<file path="config.mk">
export PLATFORM = sky130hd
export DESIGN_NAME = mtr_resolver
export DESIGN_NICKNAME = d
export VERILOG_FILES = /design/src/mtr_pkg.sv /design/src/mtr_policy.sv /design/src/mtr_resolver.sv
export SDC_FILE = /design/constraint.sdc
export NUM_CORES = 1
export LEC_CHECK = 0
export CAP_MARGIN = 15
export CORE_MARGIN = 3
export CORE_UTILIZATION = 29
export CTS_CLUSTER_DIAMETER = 30
export CTS_CLUSTER_SIZE = 10
export DETAILED_ROUTE_END_ITERATION = 10
export DONT_BUFFER_PORTS = 1
export MAX_ROUTING_LAYER = met4
export PLACE_DENSITY_LB_ADDON = 0.25
export SLEW_MARGIN = 30
export SYNTH_ARGS = -nofsm -noshare
export SYNTH_HDL_FRONTEND = slang
export SYNTH_HIERARCHICAL = 1
export SYNTH_SLANG_ARGS = --single-unit
</file>
<file path="constraint.sdc">
create_clock -name i_core_clk -period 6.6 [get_ports i_core_clk]
set_clock_uncertainty 0.15 [all_clocks]
set_input_delay 0.66 -clock i_core_clk [delete_from_list [all_inputs] [get_ports i_core_clk]]
set_output_delay 0.66 -clock i_core_clk [all_outputs]
set_load 0.02 [all_outputs]
</file>
<file path="src/mtr_pkg.sv">
// Package for the memory type resolver: type codes, attribute table layout and carriers.
// Assumes a single core clock domain and a synchronous active-high reset.
package mtr_pkg;

  // ----------------------------------------------------------------------
  // Memory type encodings
  // ----------------------------------------------------------------------
  localparam logic [7:0] MTR_TYPE_UNCACHEABLE = 8'h00;
  localparam logic [7:0] MTR_TYPE_WRITE_COMBINING = 8'h01;
  localparam logic [7:0] MTR_TYPE_WRITETHROUGH = 8'h04;
  localparam logic [7:0] MTR_TYPE_WRITE_PROTECT = 8'h05;
  localparam logic [7:0] MTR_TYPE_WRITEBACK = 8'h06;
  localparam logic [7:0] MTR_TYPE_WEAK_UNCACHEABLE = 8'h07;

  // ----------------------------------------------------------------------
  // Attribute table layout
  // ----------------------------------------------------------------------
  localparam int MTR_SLOT_COUNT = 8;
  localparam int MTR_SLOT_STRIDE = 8;
  localparam int MTR_SLOT_CODE_BITS = 3;
  localparam logic [63:0] MTR_TABLE_RESET = 64'h0007040600070406;
  localparam logic [7:0] MTR_SLOT_RESERVED_MASK = 8'hF8;

  // ----------------------------------------------------------------------
  // Carriers
  // ----------------------------------------------------------------------
  typedef struct packed {
    logic attr_table_bit;
    logic page_cache_disable_bit;
    logic page_writethrough_bit;
  } mtr_page_bits_t;

  typedef struct packed {
    logic uncached;
    logic combine_ok;
    logic spec_read_ok;
    logic read_alloc;
    logic read_alloc_excl;
    logic write_alloc;
    logic write_thru;
    logic write_hit_inval;
  } mtr_policy_t;

  typedef struct packed {
    logic [7:0] eff_type;
    logic eff_defined;
    logic wc_impl_dep;
    mtr_policy_t policy;
    logic wr_fault;
    logic wr_done;
    logic [63:0] table_rd;
  } mtr_out_t;

endpackage

</file>
<file path="src/mtr_policy.sv">
// Maps one effective memory type onto the caching behaviour the cache and bus logic follow.
// Assumes the type input is one of the supported codes; others map to the uncached set.
`timescale 1ns/1ps
module mtr_policy
(
  input wire logic [7:0] i_type,
  output mtr_pkg::mtr_policy_t o_policy
);

  always_comb
  begin
    o_policy = '0;
    unique case (i_type)
      mtr_pkg::MTR_TYPE_WRITE_COMBINING:
      begin
        o_policy.uncached = 1'b1;
        o_policy.combine_ok = 1'b1;
        o_policy.spec_read_ok = 1'b1;
      end
      mtr_pkg::MTR_TYPE_WRITETHROUGH:
      begin
        o_policy.read_alloc = 1'b1;
        o_policy.write_thru = 1'b1;
      end
      mtr_pkg::MTR_TYPE_WRITE_PROTECT:
      begin
        o_policy.read_alloc = 1'b1;
        o_policy.write_thru = 1'b1;
        o_policy.write_hit_inval = 1'b1;
      end
      mtr_pkg::MTR_TYPE_WRITEBACK:
      begin
        o_policy.read_alloc = 1'b1;
        o_policy.read_alloc_excl = 1'b1;
        o_policy.write_alloc = 1'b1;
      end
      default:
      begin
        // Uncacheable and weak uncacheable: nothing cached, merged or speculated.
        o_policy.uncached = 1'b1;
      end
    endcase
  end

endmodule

</file>
<file path="src/mtr_resolver.sv">
// Memory type resolver: range-type overlap resolution, page-bit combination,
// attribute table register with checked writes, and the per-type caching policy.
// Assumes the translation logic presents page bits and range types with the request,
// and that model-specific register writes arrive as a one-cycle strobe with data.
// The resolved result is registered, so the cache side must expect it one cycle
// after the request it belongs to.
`timescale 1ns/1ps
module mtr_resolver
#(
  parameter int VAR_RANGES = 8
)
(
  input wire logic i_core_clk,
  input wire logic i_reset,
  input wire logic i_clk_en,
  input wire logic i_global_cache_disable,
  input wire logic i_global_not_writethrough,
  input wire logic i_range_enable,
  input wire logic [7:0] i_default_type,
  input wire logic i_fixed_hit,
  input wire logic [7:0] i_fixed_type,
  input wire logic [VAR_RANGES-1:0] i_var_hit,
  input wire logic [VAR_RANGES*8-1:0] i_var_types,
  input wire logic i_large_page,
  input wire logic i_large_page_mixed,
  input wire mtr_pkg::mtr_page_bits_t i_page,
  input wire logic i_table_wr,
  input wire logic [63:0] i_table_wdata,
  output mtr_pkg::mtr_out_t o_result
);

  // ----------------------------------------------------------------------
  // State
  // ----------------------------------------------------------------------
  typedef struct packed {
    logic [63:0] table_val;
    mtr_pkg::mtr_out_t out;
  } mtr_state_t;

  mtr_state_t state_r;
  mtr_state_t state_nxt;

  // ----------------------------------------------------------------------
  // Variable-range overlap resolution
  // ----------------------------------------------------------------------
  logic [VAR_RANGES-1:0] var_is_uc;
  logic [VAR_RANGES-1:0] var_is_wt;
  logic [VAR_RANGES-1:0] var_is_wb;
  logic [VAR_RANGES-1:0] var_same;
  logic [7:0] first_type;

  // The first hit's type is the reference for the all-equal test.
  always_comb
  begin
    first_type = i_default_type;
    for (int k = VAR_RANGES - 1; k >= 0; k--)
    begin
      if (i_var_hit[k])
      begin
        first_type = i_var_types[k*8 +: 8];
      end
    end
  end

  // Per-range flags; a range that does not hit never takes part in an overlap test.
  genvar g;
  generate
    for (g = 0; g < VAR_RANGES; g++)
    begin : gen_var
      assign var_is_uc[g] = i_var_hit[g] &&
        (i_var_types[g*8 +: 8] == mtr_pkg::MTR_TYPE_UNCACHEABLE);
      assign var_is_wt[g] = i_var_hit[g] &&
        (i_var_types[g*8 +: 8] == mtr_pkg::MTR_TYPE_WRITETHROUGH);
      assign var_is_wb[g] = i_var_hit[g] &&
        (i_var_types[g*8 +: 8] == mtr_pkg::MTR_TYPE_WRITEBACK);
      assign var_same[g] = !i_var_hit[g] || (i_var_types[g*8 +: 8] == first_type);
    end
  endgenerate

  // Hits that are all writethrough or writeback may resolve to writethrough.
  logic var_only_wt_wb;
  logic [7:0] range_type;
  logic range_defined;

  assign var_only_wt_wb = ((i_var_hit & ~(var_is_wt | var_is_wb)) == '0);

  always_comb
  begin
    range_type = i_default_type;
    range_defined = 1'b1;
    if (!i_range_enable)
    begin
      range_type = mtr_pkg::MTR_TYPE_UNCACHEABLE;
    end
    else if (i_fixed_hit)
    begin
      range_type = i_fixed_type;
    end
    else if (i_var_hit != '0)
    begin
      if (&var_same)
      begin
        range_type = first_type;
      end
      else if (|var_is_uc)
      begin
        range_type = mtr_pkg::MTR_TYPE_UNCACHEABLE;
      end
      else if (var_only_wt_wb)
      begin
        range_type = mtr_pkg::MTR_TYPE_WRITETHROUGH;
      end
      else
      begin
        // Mixed combination: a type is still driven but flagged undefined.
        range_type = mtr_pkg::MTR_TYPE_UNCACHEABLE;
        range_defined = 1'b0;
      end
    end
  end

  // ----------------------------------------------------------------------
  // Range type decode
  // ----------------------------------------------------------------------
  logic range_is_uc;
  logic range_is_wc;
  logic range_is_wp;
  logic range_is_wb;

  assign range_is_uc = (range_type == mtr_pkg::MTR_TYPE_UNCACHEABLE);
  assign range_is_wc = (range_type == mtr_pkg::MTR_TYPE_WRITE_COMBINING);
  assign range_is_wp = (range_type == mtr_pkg::MTR_TYPE_WRITE_PROTECT);
  assign range_is_wb = (range_type == mtr_pkg::MTR_TYPE_WRITEBACK);

  // ----------------------------------------------------------------------
  // Attribute slot selection and page-level combination
  // ----------------------------------------------------------------------
  logic [2:0] slot_idx;
  logic [7:0] slot_type;
  logic [7:0] eff_type;
  logic eff_defined;
  logic wc_impl_dep;

  assign slot_idx = {i_page.attr_table_bit, i_page.page_cache_disable_bit,
    i_page.page_writethrough_bit};
  assign slot_type = state_r.table_val[slot_idx*mtr_pkg::MTR_SLOT_STRIDE +: 8];

  // Combinational here; the cache sees the type through the output register, one cycle after the request.
  always_comb
  begin
    eff_type = range_type;
    eff_defined = range_defined;
    wc_impl_dep = 1'b0;
    if (i_global_cache_disable || i_global_not_writethrough)
    begin
      // Caching globally off: nothing may allocate.
      eff_type = mtr_pkg::MTR_TYPE_UNCACHEABLE;
    end
    else if (range_is_uc)
    begin
      eff_type = mtr_pkg::MTR_TYPE_UNCACHEABLE;
    end
    else
    begin
      unique case (slot_type)
        mtr_pkg::MTR_TYPE_WRITEBACK:
        begin
          eff_type = range_type;
        end
        mtr_pkg::MTR_TYPE_WRITETHROUGH:
        begin
          if (range_is_wb)
          begin
            eff_type = mtr_pkg::MTR_TYPE_WRITETHROUGH;
          end
          else
          begin
            // A writethrough page keeps write-combining and write-protect ranges as they are.
            eff_type = range_type;
          end
        end
        mtr_pkg::MTR_TYPE_WEAK_UNCACHEABLE:
        begin
          if (range_is_wc)
          begin
            eff_type = mtr_pkg::MTR_TYPE_WRITE_COMBINING;
            // Both slots reached with cache-disable set and writethrough clear are flagged.
            wc_impl_dep = i_page.page_cache_disable_bit && !i_page.page_writethrough_bit;
          end
          else
          begin
            eff_type = mtr_pkg::MTR_TYPE_UNCACHEABLE;
          end
        end
        mtr_pkg::MTR_TYPE_WRITE_COMBINING:
        begin
          eff_type = mtr_pkg::MTR_TYPE_WRITE_COMBINING;
        end
        mtr_pkg::MTR_TYPE_WRITE_PROTECT:
        begin
          if (range_is_wp || range_is_wb)
          begin
            eff_type = mtr_pkg::MTR_TYPE_WRITE_PROTECT;
          end
          else
          begin
            eff_type = mtr_pkg::MTR_TYPE_UNCACHEABLE;
            eff_defined = 1'b0;
          end
        end
        default:
        begin
          eff_type = mtr_pkg::MTR_TYPE_UNCACHEABLE;
        end
      endcase
    end
    // The walker reports a mixed large page; the ranges inside it are not visible here.
    if (i_large_page && i_large_page_mixed)
    begin
      eff_defined = 1'b0;
    end
  end

  // ----------------------------------------------------------------------
  // Caching policy of the effective type
  // ----------------------------------------------------------------------
  // The policy follows the effective type, so every override above reaches the cache.
  mtr_pkg::mtr_policy_t policy;

  mtr_policy u_policy
  (
    .i_type(eff_type),
    .o_policy(policy)
  );

  // ----------------------------------------------------------------------
  // Attribute table write check
  // ----------------------------------------------------------------------
  logic [mtr_pkg::MTR_SLOT_COUNT-1:0] slot_bad;

  generate
    for (g = 0; g < mtr_pkg::MTR_SLOT_COUNT; g++)
    begin : gen_slot
      logic [7:0] code;
      logic code_known;
      assign code = i_table_wdata[g*mtr_pkg::MTR_SLOT_STRIDE +: 8];
      assign code_known = (code == mtr_pkg::MTR_TYPE_UNCACHEABLE) ||
        (code == mtr_pkg::MTR_TYPE_WRITE_COMBINING) ||
        (code == mtr_pkg::MTR_TYPE_WRITETHROUGH) ||
        (code == mtr_pkg::MTR_TYPE_WRITE_PROTECT) ||
        (code == mtr_pkg::MTR_TYPE_WRITEBACK) ||
        (code == mtr_pkg::MTR_TYPE_WEAK_UNCACHEABLE);
      assign slot_bad[g] = ((code & mtr_pkg::MTR_SLOT_RESERVED_MASK) != 8'h00) ||
        !code_known;
    end
  endgenerate

  logic wr_bad;

  // One bad slot refuses the whole word, so the table is never partly updated.
  assign wr_bad = |slot_bad;

  // ----------------------------------------------------------------------
  // Next state and register
  // ----------------------------------------------------------------------
  // The outputs are registered copies, so they trail the inputs by one cycle; the
  // combinational view lives inside this module where the request is resolved.
  // No consistency check against other processors exists here.
  always_comb
  begin
    state_nxt = state_r;
    state_nxt.out.wr_fault = 1'b0;
    state_nxt.out.wr_done = 1'b0;
    if (i_table_wr)
    begin
      if (wr_bad)
      begin
        state_nxt.out.wr_fault = 1'b1;
      end
      else
      begin
        state_nxt.table_val = i_table_wdata;
        state_nxt.out.wr_done = 1'b1;
      end
    end
    state_nxt.out.eff_type = eff_type;
    state_nxt.out.eff_defined = eff_defined;
    state_nxt.out.wc_impl_dep = wc_impl_dep;
    state_nxt.out.policy = policy;
    state_nxt.out.table_rd = state_nxt.table_val;
  end

  always_ff @(posedge i_core_clk)
  begin
    if (i_reset)
    begin
      state_r <= '0;
      state_r.table_val <= mtr_pkg::MTR_TABLE_RESET;
      state_r.out.table_rd <= mtr_pkg::MTR_TABLE_RESET;
      state_r.out.eff_type <= mtr_pkg::MTR_TYPE_UNCACHEABLE;
      state_r.out.policy.uncached <= 1'b1;
      // Flags and pulses start low so no write answer shows before the first write.
      state_r.out.eff_defined <= 1'b0;
      state_r.out.wc_impl_dep <= 1'b0;
      state_r.out.wr_fault <= 1'b0;
      state_r.out.wr_done <= 1'b0;
    end
    else if (i_clk_en)
    begin
      state_r <= state_nxt;
    end
  end

  assign o_result = state_r.out;

endmodule

</file>
* After elaboration in Yosys (flattened, before gate mapping)
Cells that the tools add are included.
** Word-level totals
- Register bits :: 84
- Bits of input ports :: 165
- Output and inout bits :: 84
- Word-level logic and storage cells :: 275
** Operators by class
- Equality and inequality tests :: 76
- Shift operators :: 1
- Multiplexer cells :: 46
- Bitwise operators :: 4
- Reduce and logical (&&, ||, !) cells :: 134
** Operators by type and width (count)
- equality test 8 x 3 -> 1 bit (second input constant) :: 57
- zero test 8 bit :: 18
- 2-to-1 mux 64 bit :: 2
- 2-to-1 mux 8 bit :: 15
- equality test 8 x 1 -> 1 bit (second input constant) :: 11
- nonzero test 8 bit :: 9
- equality test 8 bit :: 8
- indexed part select 64 x 7 -> 8 bit :: 1
- logical OR 1 bit :: 58
- one-hot mux 8 bit (5 select lines) :: 1
- logical AND 1 bit :: 26
- 2-to-1 mux 1 bit :: 22
- zero test 1 bit :: 17
- OR reduction 8 bit :: 2
- 2-to-1 mux 3 bit :: 3
- AND 8 bit :: 1
- inverter 8 bit :: 1
- OR 8 bit :: 1
- AND reduction 8 bit :: 1
- 2-to-1 mux 2 bit :: 3
- AND reduction 3 bit :: 1
- OR reduction 3 bit :: 1
- OR reduction 2 bit :: 1
- inverter 1 bit :: 1

* Logic depth before layout (Yosys ltp)
- Depth in word-level cells :: 24
- Mapped depth :: 22
- Mapped depth without buffers :: 16

* Hierarchy
Netlist, hierarchy kept.
** Modules (own cells, without submodules)
- mtr_resolver :: times used 1, cells an instance 916, area an instance 7015.5 um2, seq. area each 1681.6 um2
- mtr_policy :: times used 1, cells an instance 12, area an instance 98.8 um2, seq. area each 0.0 um2

* Worst setup path before layout
OpenSTA, ideal clock, no wires.
- Path kind :: input to register
- From :: input i_var_hit[3]
- To :: register state_r (netlist bit o_result[72])
- Library setup time :: 65 ps
- Data arrival time :: 5239 ps
- Required time :: 6385 ps
- Setup slack :: 1146 ps
- Stages :: 20
- Buffers on the path :: 4
- Cell sequence :: or2_2 -> buf_2 -> nor4b_1 -> a21oi_1 -> and2_1 -> xor2_1 -> nand4_1 -> a221o_1 -> nand4bb_1 -> buf_2 -> o41a_1 -> buf_2 -> xnor2_1 -> or4b_1 -> a31oi_1 -> or4b_1 -> nor2_1 -> buf_4 -> mux2i_1 -> nor2_1
** RTL lines
- start: declaration :: RTL line mtr_resolver.sv:22 : input wire logic [VAR_RANGES-1:0] i_var_hit,
- end signal: assignment :: RTL line mtr_resolver.sv:310 : state_r <= state_nxt;
- end: declaration :: RTL line mtr_resolver.sv:40 : mtr_state_t state_r;

==> summary.txt <==
main combinational cell family by area after synthesis -> simple AND/OR/NAND/NOR gates
Rows -> 56
setup violators final -> 0
ys flop type -> dfxtp_1
Area Overhead vs Synth -> 7.63%
simple-gate share of the synthesized area -> 0.316
syn avg cell area -> 7.67 µm²
worst setup path category -> input port to flop
vias in the first global route -> 7498
Final Max Slew Viols -> 0
Yosys warning count -> 6
setup tns final -> 0 ns
crit-path max cell delay -> 0.64 ns
Num Clock Sinks -> 84
Max rail drop VDD -> 0.118 mV
cells after synthesis -> 928
CP max FO -> 11
area of the multi-input gates -> 4990 µm²
Via-to-Cell Ratio -> 6.57
Post-Synth XOR/XNOR Area -> 0.0135
max reg flops -> 84
die area -> 26400 µm²
Starting Density -> 0.299
Seq/Total Area, Yosys -> 0.236
distinct cell type count after synthesis -> 82
Synth Area in Compound Gates -> 0.264
largest area contributor in the netlist -> dfxtp_1
Critical Path, Cell by Cell -> nor2b_1 -> a221oi_2 -> nand3_1 -> buf_4 -> o221ai_1 -> nor4_1 -> nand4_1 -> a221o_1 -> nand4bb_1 -> o41a_4 -> xnor2_1 -> or4b_1 -> a31oi_1 -> or4b_1 -> nor2_1 -> mux2i_1 -> nor2_1
DP HPWL -> 26700 µm
GR Util All Layers -> 0.250
Post-Synthesis Cell Area -> 7110 µm²
clk_lat worst skew -> 0.33 ns
post-synthesis async set-or-reset flop share -> 0
Worst setup SP type -> input port
mux share of post-synthesis cell area -> 0.108
post-synth net total -> 1093
routed vias -> 7965
Setup crit end kind -> flop
WL final -> 33900 µm
Remaining Overflow, GRT -> 0
Max Freq -> 0.176 GHz
# IOs -> 249
largest net degree at the start of global routing -> 71
Layout Nets -> 1053
Max-slew headroom -> 0.345
synth top area cells -> dfxtp_1 (24%), mux2i_1 (6.3%), and3_1 (4.3%), nand2_1 (4.3%), nor2_1 (3.9%)
Num CTS Buffers -> 9
CTS Buffer Depth -> 2
initial antenna violation count -> 2
die height -> 163 µm
Reg area -> 1680 µm²
setup repair bufs after CTS -> 0
layout cells sized above 1 -> 0.0873
Die X -> 163 µm
pwr/cell area -> 170 nW/µm²
Post-synth EDFFs -> 0
share of the synthesized area in the top cell type -> 0.236
Post-route DRC -> 0
placeable core area -> 23800 µm²
CTS tree -> yes
Port Buffers -> 0
#FFs+latches synth -> 84
routability cong. -> 1.05
Hold Buf Count CTS -> 0
slowest CP cell -> nor2b_1
worst min path class -> input port to flop
worst slew pin tran -> 0.975 ns
CTS Root Cell -> clkbuf_16
first-pass GRT wire length -> 49100 µm
first-pass detailed-route iteration total -> 8
max_cap viols -> 0
Post-Synth Adder-Cell Area -> 0
antenna viol nets, final -> 0
Core Util, Final -> 0.321
DRT iter0 DRCs -> 1027
CP Data Required Time -> 6.72 ns
Worst EP arrival -> 5.78 ns
CTS H-tree lvls -> 3
most instantiated library cell after synthesis -> dfxtp_1
Clk pin slew, worst setup/hold paths -> 0.06 ns
Post-synth top cells -> dfxtp_1 (84), nand2_1 (81), nor2_1 (73), and3_1 (49), mux2i_1 (45)
outcome -> finished clean
Post-CTS Resized -> 0
Leakage -> 2.99 nW
RSZ-0062 raised after global routing -> no
Final Hold Fails -> 0
Tcrit/Tclk final -> 0.858
Period minus WS final -> 5.67 ns
Avg WL per Cell -> 28.0 µm
number of fill cells -> 2601
## layout by cell type (no fill, tap or decap), types with 8 or more instances in the layout
master / count
buf_4: 15
inv_1: 42
nor3b_1: 8
nand4_1: 27
nor2_1: 73
o22ai_1: 31
a221o_1: 8
nand3b_1: 9
mux2_2: 10
nand2_1: 81
or3_1: 14
a221oi_1: 10
and2_1: 8
mux2i_1: 45
clkbuf_16: 9
o211ai_1: 18
dfxtp_1: 84
nand2b_1: 25
o21ai_0: 21
o31ai_1: 13
and3_1: 49
mux4_2: 9
nor4_1: 29
nor2b_1: 15
nand3_1: 32
a21oi_1: 34
nor3_1: 20
## metal layers
metal	track usage	routed length, µm	up-vias
li1	-	-	3507
met1	0.322	13400	3787
met2	0.359	14500	589
met3	0.0961	4920	82
met4	0.0830	1190	0
met5	-	0	-
## path summary, 6_finish.rpt
kind                                           startpoint                        end  slack [ns]  cells after the start
worst min-delay path                              i_reset  o_result[68]$_SDFFE_PP0P_        0.24                      1
worst max-delay path                         i_var_hit[5]  o_result[71]$_SDFFE_PP0P_        0.93                     17
worst max register to register  o_result[38]$_SDFFE_PP0P_  o_result[71]$_SDFFE_PP0P_        2.99                     11
worst min register to register  o_result[64]$_SDFFE_PP0P_  o_result[64]$_SDFFE_PP0P_        0.42                      2
## stage by stage
step	instances	hold slack [ns]	setup WS (ns)	total power, mW	area [µm²]
after floorplan	928	0.393	1.15	0.743	7110
after global placement	1196	0.407	0.839	0.796	7350
after detailed placement	1196	0.410	0.785	0.791	7350
after CTS	1212	0.230	1.13	1.31	7650
after global routing	1213	0.226	0.680	1.35	7660
final	1213	0.244	0.934	1.30	7660
## power by group
part	switching (mW)	internal (mW)	leakage, nW
Combinational	0.169	0.110	2.17
Sequential	0.00273	0.508	0.677
Clock	0.215	0.298	0.143
## area by class of cell
class | instances | area share
inverter | 44 | 0.0216
tap | 319 | 0.0521
sequential | 84 | 0.220
multi-input combinational | 734 | 0.652
clock inverter | 7 | 0.0105
clock buffer | 9 | 0.0294
timing repair buffer | 15 | 0.0147
antenna | 1 | 0.000327
## cell families (layout without fill, tap and decap cells)
logic type | Yosys count | count (layout)
flip-flops | 84 | 84
AO/OA/AOI/OAI | 240 | 240
buffers and inverters | 110 | 75
multiplexers | 64 | 64
AND/OR/NAND/NOR | 419 | 419
other | 0 | 1
XOR/XNOR | 11 | 11
## worst max-delay path: cells and delay by family
family / cells / cell delay [ns]
and+or+nand+nor: 9 / 3.07
AOI/OAI and AO/OA: 5 / 1.59
buffers and inverters: 1 / 0.20
xor gates and xnor gates: 1 / 0.16
muxes: 1 / 0.09
No activity file was read; power rests on OpenSTA's default activity.
